$ cat config.mk
export PLATFORM = sky130hd
export DESIGN_NAME = dma_addressing
export DESIGN_NICKNAME = d
export VERILOG_FILES = /design/src/rtl/dma_pkg.sv /design/src/rtl/dma_addressing.sv
export SDC_FILE = /design/constraint.sdc
export NUM_CORES = 1
export LEC_CHECK = 0
export BUFFER_PORTS_ARGS = -buffer_cell sky130_fd_sc_hd__buf_2
export CAP_MARGIN = 30
export CORE_AREA = 2 2 122 124
export DETAILED_ROUTE_END_ITERATION = 7
export DIE_AREA = 0 0 124 126
export PLACE_DENSITY = 0.58
export SLEW_MARGIN = 5
export SYNTH_ARGS = -nofsm -noshare
export SYNTH_HDL_FRONTEND = slang
export SYNTH_SLANG_ARGS = --single-unit
$ cat constraint.sdc
create_clock -name clk -period 2.3 [get_ports clk]
set_input_delay 0.115 -clock clk [delete_from_list [all_inputs] [get_ports clk]]
set_output_delay 0.115 -clock clk [all_outputs]
set_load 0.005 [all_outputs]
$ cat src/rtl/dma_pkg.sv
package dma_pkg;

   ////////////////////////////////////////////////////////////////////////////////
   // register map of the plain register port
   localparam logic [3:0] DMA_REG_BANK = 4'h0; // bank_enable_flag, bank_select_register
   localparam logic [3:0] DMA_REG_PRIMARY = 4'h1; // primary pointer pair, high | low
   localparam logic [3:0] DMA_REG_SECONDARY = 4'h2; // secondary pointer pair, high | low
   localparam logic [3:0] DMA_REG_STATUS = 4'h3; // last active bank, last refusal
   localparam int DMA_BANK_EN_POS = 4;
   localparam int DMA_STAT_ILL_POS = 0;
   localparam int DMA_STAT_BANK_POS = 4;
   localparam logic DMA_BANK_EN_RST = 1'b0;
   localparam logic [3:0] DMA_BANK_SEL_RST = 4'h0;
   localparam logic [3:0] DMA_PTR_RST = 4'h0;

   ////////////////////////////////////////////////////////////////////////////////
   // fixed banks and bit-area prefixes
   localparam logic [3:0] DMA_BANK_RAM0 = 4'h0;
   localparam logic [3:0] DMA_BANK_PERIPH = 4'hf;
   localparam logic [7:0] DMA_FMEM_IO = 8'hff; // ff0h..fffh
   localparam logic [7:0] DMA_FMEM_IRQ = 8'hfb; // fb0h..fbfh
   localparam logic [5:0] DMA_PMEM_TOP = 6'h3f; // fc0h..fffh

   ////////////////////////////////////////////////////////////////////////////////
   // addressing modes and operations
   typedef enum logic [3:0] {
      DMA_M_DIR4 = 4'h0, DMA_M_DIR8 = 4'h1, DMA_M_HL = 4'h2, DMA_M_HL_INC = 4'h3,
      DMA_M_HL_DEC = 4'h4, DMA_M_DE = 4'h5, DMA_M_DL = 4'h6, DMA_M_HL8 = 4'h7,
      DMA_M_BIT_DIR = 4'h8, DMA_M_BIT_FMEM = 4'h9, DMA_M_BIT_PMEM = 4'ha,
      DMA_M_BIT_HMEM = 4'hb
   } dma_mode_type;

   typedef enum logic [3:0] {
      DMA_O_LOAD = 4'h0, DMA_O_STORE = 4'h1, DMA_O_XCH = 4'h2, DMA_O_SKE = 4'h3,
      DMA_O_IN = 4'h4, DMA_O_OUT = 4'h5, DMA_O_ALU = 4'h6, DMA_O_BSET = 4'h7,
      DMA_O_BCLR = 4'h8, DMA_O_BTEST = 4'h9, DMA_O_BAND = 4'ha, DMA_O_BOR = 4'hb,
      DMA_O_BXOR = 4'hc, DMA_O_BMOV = 4'hd, DMA_O_BTCLR = 4'he
   } dma_op_type;

   typedef enum logic [4:0] {
      DMA_S_IDLE = 5'b00001, DMA_S_LO = 5'b00010, DMA_S_HI = 5'b00100,
      DMA_S_FIN = 5'b01000, DMA_S_CLR = 5'b10000
   } dma_fsm_type;

   ////////////////////////////////////////////////////////////////////////////////
   // carriers
   typedef struct packed {
      dma_mode_type mode;
      dma_op_type op;
      logic [7:0] operand;
      logic [7:0] wdata;
      logic [1:0] bitn;
   } dma_req_type;

   typedef struct packed {
      logic rd;
      logic wr;
      logic [11:0] addr;
      logic [3:0] wdata;
   } dma_mem_type;

   typedef struct packed {
      dma_fsm_type fsm;
      dma_req_type req;
      dma_mem_type mem;
      logic [7:0] acc;
      logic done;
      logic illegal;
      logic skip;
      logic bank_en;
      logic [3:0] bank_sel;
      logic [3:0] ph;
      logic [3:0] pl;
      logic [3:0] sh;
      logic [3:0] sl;
      logic [7:0] bus_rdata;
      logic [3:0] last_bank;
      logic last_illegal;
   } dma_state_type;

endpackage : dma_pkg

$ cat src/rtl/dma_addressing.sv
// Summary of operation
// - 8-bit direct: even address, byte with accumulator
// - even nibble low, odd nibble high
// - 8-bit direct banks like 4-bit direct
// - flag clear: low half bank 0, high bank 15
// - flag set: bank select register is bank
// - 8-bit direct: transfer, exchange, port in/out
// - primary pointer bank is flag AND select
// - secondary and mixed pointers always bank 0
// - auto step changes only pointer low nibble
// - secondary/mixed pointers: transfer and exchange only
// - primary pointer: transfer, alu, compare, ports
// - 8-bit indirect clears pointer bit 0, pairs
// - 8-bit indirect bank is flag AND select
// - 8-bit indirect: transfer, exchange, skip-if-equal
// - exchange captures and loads in one access
// - 1-bit direct: set, reset, test only
// - bit modes: logic ops, transfer, test-clear
// - three bit manipulation address variants
`timescale 1ns/1ps
`default_nettype none

module dma_addressing #(
   parameter int REG_ADDR_W = 4
) (
   // clock and reset
   input wire logic clk,
   input wire logic nrst,
   // register port
   input wire logic [REG_ADDR_W-1:0] bus_addr,
   input wire logic [7:0] bus_wdata,
   input wire logic bus_wr,
   input wire logic bus_rd,
   output logic [7:0] bus_rdata,
   // operation request from the core
   input wire logic op_valid,
   input wire dma_pkg::dma_req_type op_req,
   output logic op_ready,
   output logic op_done,
   output logic op_illegal,
   output logic op_skip,
   output logic [7:0] acc_rdata,
   output logic [1:0] bit_index,
   // data memory port
   output dma_pkg::dma_mem_type mem,
   input wire logic [3:0] mem_rdata
);
   import dma_pkg::*;

   // the register decode reads the low four index bits, so narrower ports cannot work
   if (REG_ADDR_W < 4) begin : g_chk
      $error("dma_addressing: REG_ADDR_W must be at least 4");
   end

   dma_state_type r_reg;
   dma_state_type r_next;

   ////////////////////////////////////////////////////////////////////////////////
   // decode helpers
   function automatic logic is_read(input dma_op_type op);
      is_read = !(op == DMA_O_STORE || op == DMA_O_OUT);
   endfunction : is_read

   function automatic logic is_write(input dma_op_type op);
      is_write = (op == DMA_O_STORE || op == DMA_O_OUT || op == DMA_O_XCH);
   endfunction : is_write

   function automatic logic is_wide(input dma_mode_type m);
      is_wide = (m == DMA_M_DIR8 || m == DMA_M_HL8);
   endfunction : is_wide

   function automatic logic is_bitop(input dma_op_type op);
      is_bitop = (op >= DMA_O_BSET);
   endfunction : is_bitop

   // which operations each addressing mode may serve
   function automatic logic legal(input dma_mode_type m, input dma_op_type op);
      logic xfer;
      xfer = (op == DMA_O_LOAD || op == DMA_O_STORE || op == DMA_O_XCH);
      case (m)
         DMA_M_DIR4, DMA_M_DIR8: begin
            legal = xfer || op == DMA_O_IN || op == DMA_O_OUT;
         end
         DMA_M_HL, DMA_M_HL_INC, DMA_M_HL_DEC: begin
            legal = !is_bitop(op);
         end
         DMA_M_DE, DMA_M_DL: begin
            legal = xfer;
         end
         DMA_M_HL8: begin
            legal = xfer || op == DMA_O_SKE;
         end
         DMA_M_BIT_DIR: begin
            legal = (op == DMA_O_BSET || op == DMA_O_BCLR || op == DMA_O_BTEST);
         end
         DMA_M_BIT_FMEM, DMA_M_BIT_PMEM, DMA_M_BIT_HMEM: begin
            legal = is_bitop(op);
         end
         default: begin
            legal = 1'b0;
         end
      endcase
   endfunction : legal

   // bank chosen by the flag, the select register and the offset
   function automatic logic [3:0] direct_bank(input logic en, input logic [3:0] sel,
                                              input logic [7:0] off);
      if (en) begin
         direct_bank = sel;
      end else begin
         direct_bank = off[7] ? DMA_BANK_PERIPH : DMA_BANK_RAM0;
      end
   endfunction : direct_bank

   // full 12-bit address of the first (or only) nibble
   function automatic logic [11:0] first_addr(input dma_req_type q, input dma_state_type s);
      logic [3:0] ptr_bank;
      ptr_bank = s.bank_en ? s.bank_sel : DMA_BANK_RAM0;
      case (q.mode)
         DMA_M_DIR4, DMA_M_BIT_DIR: begin
            first_addr = {direct_bank(s.bank_en, s.bank_sel, q.operand), q.operand};
         end
         DMA_M_DIR8: begin
            // same bank path as the nibble form, offset forced even
            first_addr = {direct_bank(s.bank_en, s.bank_sel, q.operand),
                          q.operand[7:1], 1'b0};
         end
         DMA_M_HL, DMA_M_HL_INC, DMA_M_HL_DEC: begin
            first_addr = {ptr_bank, s.ph, s.pl};
         end
         DMA_M_DE: begin
            first_addr = {DMA_BANK_RAM0, s.sh, s.sl};
         end
         DMA_M_DL: begin
            first_addr = {DMA_BANK_RAM0, s.sh, s.pl};
         end
         DMA_M_HL8: begin
            first_addr = {ptr_bank, s.ph, s.pl[3:1], 1'b0};
         end
         DMA_M_BIT_FMEM: begin
            // reachable regardless of bank setting: i/o ports or interrupt area
            first_addr = {(q.operand[4] ? DMA_FMEM_IO : DMA_FMEM_IRQ), q.operand[3:0]};
         end
         DMA_M_BIT_PMEM: begin
            first_addr = {DMA_PMEM_TOP, q.operand[3:0], s.pl[3:2]};
         end
         DMA_M_BIT_HMEM: begin
            first_addr = {ptr_bank, s.ph, q.operand[3:0]};
         end
         default: begin
            first_addr = 12'h000;
         end
      endcase
   endfunction : first_addr

   ////////////////////////////////////////////////////////////////////////////////
   // next-state logic
   always_comb begin
      dma_req_type q;
      logic [11:0] a;
      logic [3:0] nib;
      q = op_req;
      a = 12'h000;
      nib = 4'h0;
      r_next = r_reg;
      r_next.done = 1'b0;
      r_next.illegal = 1'b0;
      r_next.mem.rd = 1'b0;
      r_next.mem.wr = 1'b0;
      case (r_reg.fsm)
         DMA_S_IDLE: begin
            if (op_valid) begin
               if (!legal(q.mode, q.op)) begin
                  r_next.illegal = 1'b1;
                  r_next.last_illegal = 1'b1;
               end else begin
                  a = first_addr(q, r_reg);
                  if (q.mode == DMA_M_BIT_PMEM) begin
                     q.bitn = r_reg.pl[1:0]; // bit from the pointer low bits
                  end
                  r_next.req = q;
                  r_next.mem.addr = a;
                  r_next.mem.rd = is_read(q.op);
                  // exchange reads old and writes new in the same access
                  r_next.mem.wr = is_write(q.op);
                  r_next.mem.wdata = q.wdata[3:0];
                  r_next.skip = 1'b0;
                  r_next.last_bank = a[11:8];
                  r_next.last_illegal = 1'b0;
                  r_next.fsm = DMA_S_LO;
               end
            end
         end
         DMA_S_LO: begin
            if (is_wide(r_reg.req.mode)) begin
               r_next.mem.addr = {r_reg.mem.addr[11:1], 1'b1};
               r_next.mem.rd = is_read(r_reg.req.op);
               r_next.mem.wr = is_write(r_reg.req.op);
               r_next.mem.wdata = r_reg.req.wdata[7:4];
               r_next.fsm = DMA_S_HI;
            end else begin
               r_next.fsm = DMA_S_FIN;
            end
         end
         DMA_S_HI: begin
            if (is_read(r_reg.req.op)) begin
               r_next.acc[3:0] = mem_rdata;
            end
            r_next.fsm = DMA_S_FIN;
         end
         DMA_S_FIN: begin
            r_next.done = 1'b1;
            r_next.fsm = DMA_S_IDLE;
            if (is_read(r_reg.req.op)) begin
               if (is_wide(r_reg.req.mode)) begin
                  r_next.acc[7:4] = mem_rdata;
               end else begin
                  r_next.acc = {4'h0, mem_rdata};
               end
            end
            if (r_reg.req.op == DMA_O_SKE) begin
               r_next.skip = is_wide(r_reg.req.mode) ?
                  ({mem_rdata, r_reg.acc[3:0]} == r_reg.req.wdata) :
                  (mem_rdata == r_reg.req.wdata[3:0]);
            end
            // set and reset write the nibble back, test-clear only when the tested bit was set
            nib = mem_rdata;
            nib[r_reg.req.bitn] = (r_reg.req.op == DMA_O_BSET);
            if (r_reg.req.op == DMA_O_BTCLR) begin
               r_next.skip = mem_rdata[r_reg.req.bitn];
            end
            if (r_reg.req.op == DMA_O_BSET || r_reg.req.op == DMA_O_BCLR ||
                (r_reg.req.op == DMA_O_BTCLR && mem_rdata[r_reg.req.bitn])) begin
               r_next.mem.wr = 1'b1;
               r_next.mem.wdata = nib;
               r_next.fsm = DMA_S_CLR;
            end
            // only the low pointer nibble steps, wrapping inside it
            if (r_reg.req.mode == DMA_M_HL_INC) begin
               r_next.pl = 4'(r_reg.pl + 4'h1);
            end else if (r_reg.req.mode == DMA_M_HL_DEC) begin
               r_next.pl = 4'(r_reg.pl - 4'h1);
            end
         end
         DMA_S_CLR: begin
            r_next.fsm = DMA_S_IDLE;
         end
         default: begin
            r_next.fsm = DMA_S_IDLE;
         end
      endcase

      // register writes come last so software wins over a pointer step
      if (bus_wr) begin
         case (bus_addr[3:0])
            DMA_REG_BANK: begin
               r_next.bank_en = bus_wdata[DMA_BANK_EN_POS];
               r_next.bank_sel = bus_wdata[3:0];
            end
            DMA_REG_PRIMARY: begin
               r_next.ph = bus_wdata[7:4];
               r_next.pl = bus_wdata[3:0];
            end
            DMA_REG_SECONDARY: begin
               r_next.sh = bus_wdata[7:4];
               r_next.sl = bus_wdata[3:0];
            end
            default: begin
            end
         endcase
      end
      // read data stands only in the cycle after the strobe
      r_next.bus_rdata = 8'h00;
      if (bus_rd) begin
         case (bus_addr[3:0])
            DMA_REG_BANK: r_next.bus_rdata = {3'b000, r_reg.bank_en, r_reg.bank_sel};
            DMA_REG_PRIMARY: r_next.bus_rdata = {r_reg.ph, r_reg.pl};
            DMA_REG_SECONDARY: r_next.bus_rdata = {r_reg.sh, r_reg.sl};
            DMA_REG_STATUS: r_next.bus_rdata = {r_reg.last_bank, 3'b000, r_reg.last_illegal};
            default: r_next.bus_rdata = 8'h00;
         endcase
      end
   end

   ////////////////////////////////////////////////////////////////////////////////
   // state register
   always_ff @(posedge clk or negedge nrst) begin
      if (!nrst) begin
         r_reg <= '0;
         r_reg.fsm <= DMA_S_IDLE;
         r_reg.bank_en <= DMA_BANK_EN_RST;
         r_reg.bank_sel <= DMA_BANK_SEL_RST;
         r_reg.ph <= DMA_PTR_RST;
         r_reg.pl <= DMA_PTR_RST;
         r_reg.sh <= DMA_PTR_RST;
         r_reg.sl <= DMA_PTR_RST;
      end else begin
         r_reg <= r_next;
      end
   end

   ////////////////////////////////////////////////////////////////////////////////
   // outputs
   assign op_ready = (r_reg.fsm == DMA_S_IDLE);
   assign op_done = r_reg.done;
   assign op_illegal = r_reg.illegal;
   assign op_skip = r_reg.skip;
   assign acc_rdata = r_reg.acc;
   assign bit_index = r_reg.req.bitn;
   assign mem = r_reg.mem;
   assign bus_rdata = r_reg.bus_rdata;

endmodule : dma_addressing

`default_nettype wire

==> results of run 1 <==
==> final timing paths <==
kind                                endpoint  slack (ps)  cells after the start
worst max register to register       mem[15]         160                      7
worst min-delay path               r_reg[70]          10                      2
min in group asynchronous            mem[17]         370                      2
max in group asynchronous          r_reg[89]        1210                      3
worst max-delay path                 mem[15]         160                      7
worst min register to register  acc_rdata[5]         460                      2
==> routing by layer <==
metal	part of all wire [%]	vias up	global-route usage [%]
met1	45	1884	22.1
met3	4.4	16	3.40
met4	1.8	0	5.49
met2	49	101	27.1
met5	0	-	0
li1	-	1808	-
==> layout make-up <==
| class | count | area (µm²) |
|---|---|---|
| Inverter | 13 | 50.0 |
| Clock inverter | 4 | 95.1 |
| Multi-Input combinational cell | 333 | 2330 |
| Fill cell | 1455 | 8650 |
| Clock buffer | 12 | 236 |
| Sequential cell | 86 | 2150 |
| Timing Repair Buffer | 100 | 571 |
| Tap cell | 184 | 230 |
==> report_power, final <==
part	switching (mW)	internal, mW	total (mW)
combinational	0.561	0.590	1.15
sequential	0.335	1.84	2.18
clock	0.561	1.06	1.62
total	1.46	3.49	4.95
==> synth_stat cells, types with 2 or more instances <==
master    number  share of area, %
nand2_1       29               2.2
mux2i_1       14               2.8
a21o_1         2              0.30
mux4_2         3               1.4
a221oi_1       3              0.53
xnor2_1        2              0.35
buf_4         39               5.9
buf_2          8              0.81
o211ai_2       2              0.51
buf_6          4              0.91
xor2_1        16               2.8
o21a_1         5              0.76
a31oi_1        3              0.38
a22o_1         8               1.4
a22oi_1        7               1.1
nor4_1         5              0.63
a221o_1        4              0.81
nand3b_1       2              0.30
mux2_2        29               6.6
inv_1         12              0.91
and3_1         5              0.63
nor3_1         5              0.51
nand3_1       13               1.3
a21oi_1       39               3.9
nor2b_1       10               1.3
mux2_1        16               3.6
o221ai_1       3              0.53
o21ai_0       16               1.6
dfrtp_1       85                43
o22ai_1        3              0.38
ha_1           2              0.51
nand2b_1       8               1.0
nor2_1        56               4.3
nor3b_1        3              0.46
clkbuf_1       8              0.61
==> critical path, cell delays in order (launching register included) <==
cell and delay (ps):
dfrtp_1 430, nor2_1 260, and3_1 270, nand2_1 140, a31oi_4 210, buf_12 240
o21a_1 330, a21oi_1 110
==> kinds of logic (layout without fill, tap and decap cells) <==
group                    count (synthesis)  after routing  synth area share, %
adder cells (fa/ha/maj)                  2              2                0.506
AO/OA/AOI/OAI                          105            105                 14.7
XOR/XNOR                                18             18                 3.19
AND/OR/NAND/NOR                        146            146                 14.3
buffers and inverters                   72            129                 9.26
multiplexers                            62             62                 14.5
flip-flops                              86             86                 43.6
==> repair_timing <==
action | CTS | global route
endpoints found under the hold margin | 52 | 0
setup buffers | 0 | 0
hold buffers | 3 | 0
==> results.toml, run 1 <==
[critical_path]
startpoint = "r_reg[91]"
startpoint_type = "flop"
r2r-start = "r_reg[91]"
required_ps = 2510
cp-end-kind = "flop"
worstPathMaxFanout = 43
worstPathArrival_ps = 2340
worstSetupPathType = "reg -> reg"

[clock_tree]
clk_pin_slew_ps = 60
h-tree-depth = 3
cts_tree = "built"
clk_latency_ps = 330
root_buffer = "clkbuf_16"
clock-sinks = 86
clockBufferDepth = 2
cts_buffers = 9
cts_resized = 0

[yosys]
ys_seq_area_share_pct = 43.6
synth_ff_type = "dfrtp_1"
syn_avg_cell_area_um2 = 10.1
synth_area_mm2 = 0.00494
ys_types = 57
synth_seq_cells = 86
syn_inst = 491
synthArstFlopShare_pct = 100
yosys_warnings = 0
syn_nets = 540
synth_edf_count = 0

[floorplanning]
chipWidth_um = 124
die_h_um = 126
coreArea_mm2 = 0.0143
rows = 44
io-pin-count = 87
start_util_pct = 34.5
die-area_mm2 = 0.0156

[detailed_routing]
drt_iter0_markers = 253
drtAntennaViolNets = 0
routed_via_density = 5.20
drcViolationCount = 0
wl_per_cell_um = 17.1
drt-pass1-iter-count = 4
vias = 3809
wirelength_um = 12500

[timing]
hold_ws_ps = 10.4
fmax_mhz = 468
finalSetupViolCount = 0
period_share_pct = 92.8
tightest_slew_ps = 693
rsz0062_at_grt = "no"
finalWorstSetupSlack_ps = 165
drv_slew = 0
fin_skew_ps = 7.50
fin_crit_ps = 2140
hold_viol = 0
maxSlewHeadroom_pct = 53.8
setup-tns-final_ps = 0

[global_route]
grt_pass1_wl_um = 20100
grt_max_degree = 52
antenna_found_initial = 0
overflow = 0
grt_pass1_vias = 3828
grt_usage_pct = 16.7

[pwr]
leakage_nw = 2.58
power_mw = 4.95
ir_drop_mv = 0.456
power_density_mw_per_mm2 = 874

[placement]
place_area_mm2 = 0.00531
hpwl_um = 9450
place_ws_ps = 184
port_buffers = 86
placed_cells = 713
place_congestion = 0.890

[layout]
final_cells = 732
diodes = 0
drive_above_1_share_pct = 28.5
fin_area_mm2 = 0.00567
largest_reg_flops = 47
layout_common_cells = "85 x dfrtp_1, 85 x buf_2, 56 x nor2_1, 39 x a21oi_1"
final_util_pct = 39.6
areaGrowthSynthToFinish_pct = 14.7
nNetsFinal = 592

[worst_hold_path]
hp-class = "in -> reg"
hp-start = "op_req[7]"

[job]
drv_cap = 0

[status]
outcome = "completed"
(Power assumes the default switching activity.)
==> run 2, diff against run 1 <==
- REMOVE_ABC_BUFFERS: not set -> 1
==> run 2 against run 1 <==
- the flow now finishes with violations (negative hold slack)
- worst setup slack better by 76 ps
- clock skew is 1.1 ps higher
- count of clock-buffer cells in the layout stayed put
- critical endpoint is now mem[14]
- largest cell class unchanged
- largest power group unchanged
- clock power is 9.9% lower
- sequential power hardly changed
- critical path depth stayed put
- power is 3.8% lower
- combinational power hardly changed
- first-iteration DRC count is 22% lower
- die area stayed put
==> results.toml, run 2 (synthesis gave the netlist of run 1 again) <==
[status]
outcome = "complete, but fails checks"
violations = "negative hold slack"

[global_route]
grt_max_degree = 45
gr-max-usage-layer = "met2"
use_met2_pct = 27.0
grt_pass1_wl_um = 19900
grt_util_met1_pct = 21.1
overflow = 0
grt_pass1_vias = 3841
antenna_found_initial = 0
grt_usage_pct = 16.3
grt_use_met3_pct = 3.89

[detailed_routing]
drcViolationCount = 0
wirelength_um = 12300
drt-pass1-iter-count = 4
wl_per_cell_um = 16.8
routed_via_density = 5.19
vias = 3795
drtAntennaViolNets = 0
drt_iter0_markers = 197

[clock_tree]
h-tree-depth = 3
post_cts_buffers = 0
cts_tree = "built"
clk_latency_ps = 340
cts_buffers = 9
clock-sinks = 86
clk_pin_slew_ps = 60
postCtsHoldBufs = 3
clockBufferDepth = 2
root_buffer = "clkbuf_16"
cts_resized = 0

[timing]
fin_crit_ps = 2060
period_share_pct = 89.5
hold_viol = 1
maxSlewHeadroom_pct = 60.9
rsz0062_at_grt = "no"
tightest_slew_ps = 585
hold_ws_ps = -1.82
drv_slew = 0
fin_skew_ps = 8.65
fmax_mhz = 486
setup-tns-final_ps = 0
finalWorstSetupSlack_ps = 241
finalSetupViolCount = 0

[layout]
layout_common_cells = "85 x dfrtp_1, 85 x buf_2, 56 x nor2_1, 39 x a21oi_1"
final_util_pct = 39.3
diodes = 0
multiInputGateArea_mm2 = 0.00233
nNetsFinal = 591
largest_reg_flops = 47
fin_area_mm2 = 0.00562
seq_area_mm2 = 0.00215
fillers = 1444
drive_above_1_share_pct = 28.5
areaGrowthSynthToFinish_pct = 13.7

[placement]
port_buffers = 86
place_congestion = 0.887
place_area_mm2 = 0.00530
hpwl_um = 9330
place_ws_ps = 255

[critical_path]
slowest_stage = "dfrtp_1"
r2r-start = "r_reg[91]"
required_ps = 2510
ff2ff_path_depth = 7
worstSetupPathType = "reg -> reg"
startpoint_type = "flop"
worstPathArrival_ps = 2270
reg2reg_slack_ps = 240
timing.rr.end = "mem[14]"
cp-end-kind = "flop"
critPathMaxStageDelay_ps = 440
path_cells = "nor2_1 > and3_1 > nand2_1 > a31oi_4 > buf_12 > o21a_1 > a21oi_1"
worstPathMaxFanout = 30

[floorplanning]
die-area_mm2 = 0.0156
io-pin-count = 87
start_util_pct = 34.5
rows = 44
chipWidth_um = 124
die_h_um = 126
coreArea_mm2 = 0.0143

[pwr]
pwr-share-comb_pct = 23.7
p_int_mw = 3.29
switching_share_pct = 30.8
leakage_nw = 2.56
clockPowerShare_pct = 30.6
power_density_mw_per_mm2 = 847
ir_drop_mv = 0.385
power_switching_mw = 1.47
power.share.sequential_pct = 45.7

[worst_hold_path]
hp-class = "in -> reg"
hold_path_end = "r_reg[70]"
hold_depth = 2
hp-start = "op_req[7]"

[job]
drv_cap = 0
-- run 2: cell count changes in the layout (fill, tap and decap cells not counted) --
cell / previous run / this run
clkbuf_8: 0 / 1
clkinv_2: 2 / 3
bufinv_16: 3 / 1
buf_4: 10 / 9
clkbuf_1: 3 / 2
clkinvlp_4: 0 / 1
-- run 2: layout make-up --
class / instances / share of cell area [%]
clock buffer: 12 / 4.38
clock inverter: 4 / 0.846
inverter: 13 / 0.890
multi-input combinational: 333 / 41.5
sequential: 86 / 38.3
tap: 184 / 4.09
timing repair buffer: 99 / 10.0
-- run 2: metal layers --
metal / wire length [µm] / vias to the layer above / share of wire, %
met3: 796 / 12 / 6.5
met1: 5330 / 1869 / 43
li1: - / 1806 / -
met4: 173 / 0 / 1.4
met2: 6010 / 108 / 49
met5: 0 / - / 0
-- run 2: worst max path at each step --
stage / end / startpoint / slack (ps)
after floorplan: mem[12] / r_reg[91] / 9
after global placement: mem[1] / bit_index[1] / 350
after detailed placement: mem[1] / bit_index[1] / 260
after CTS: mem[1] / bit_index[1] / 240
after global routing: mem[14] / r_reg[91] / 100
final: mem[14] / r_reg[91] / 240
-- run 2: stage by stage --
step	cells	power (mW)	hold slack (ps)
final	731	4.76	-1.82
after global routing	731	5.06	12.6
after CTS	731	4.82	1.89
after detailed placement	712	3.34	159
after global placement	712	3.30	147
after floorplan	432	2.83	-181
-- run 2: power by group through the flow --
stage	registers (mW)	logic, mW	clock network (mW)
4_1_cts	2.18	1.15	1.49
6_report	2.18	1.13	1.46
2_1_floorplan	2.11	0.718	0
5_1_grt	2.23	1.28	1.55
3_3_place_gp	2.20	1.11	0
3_5_place_dp	2.20	1.14	0
-- run 2: critical path, delay by kind of cell (launching register included) --
kind	cells	cell delay [ps]
and+or+nand+nor	3	650
DFF	1	440
AOI/OAI and AO/OA	3	620
buffers and inverters	1	220
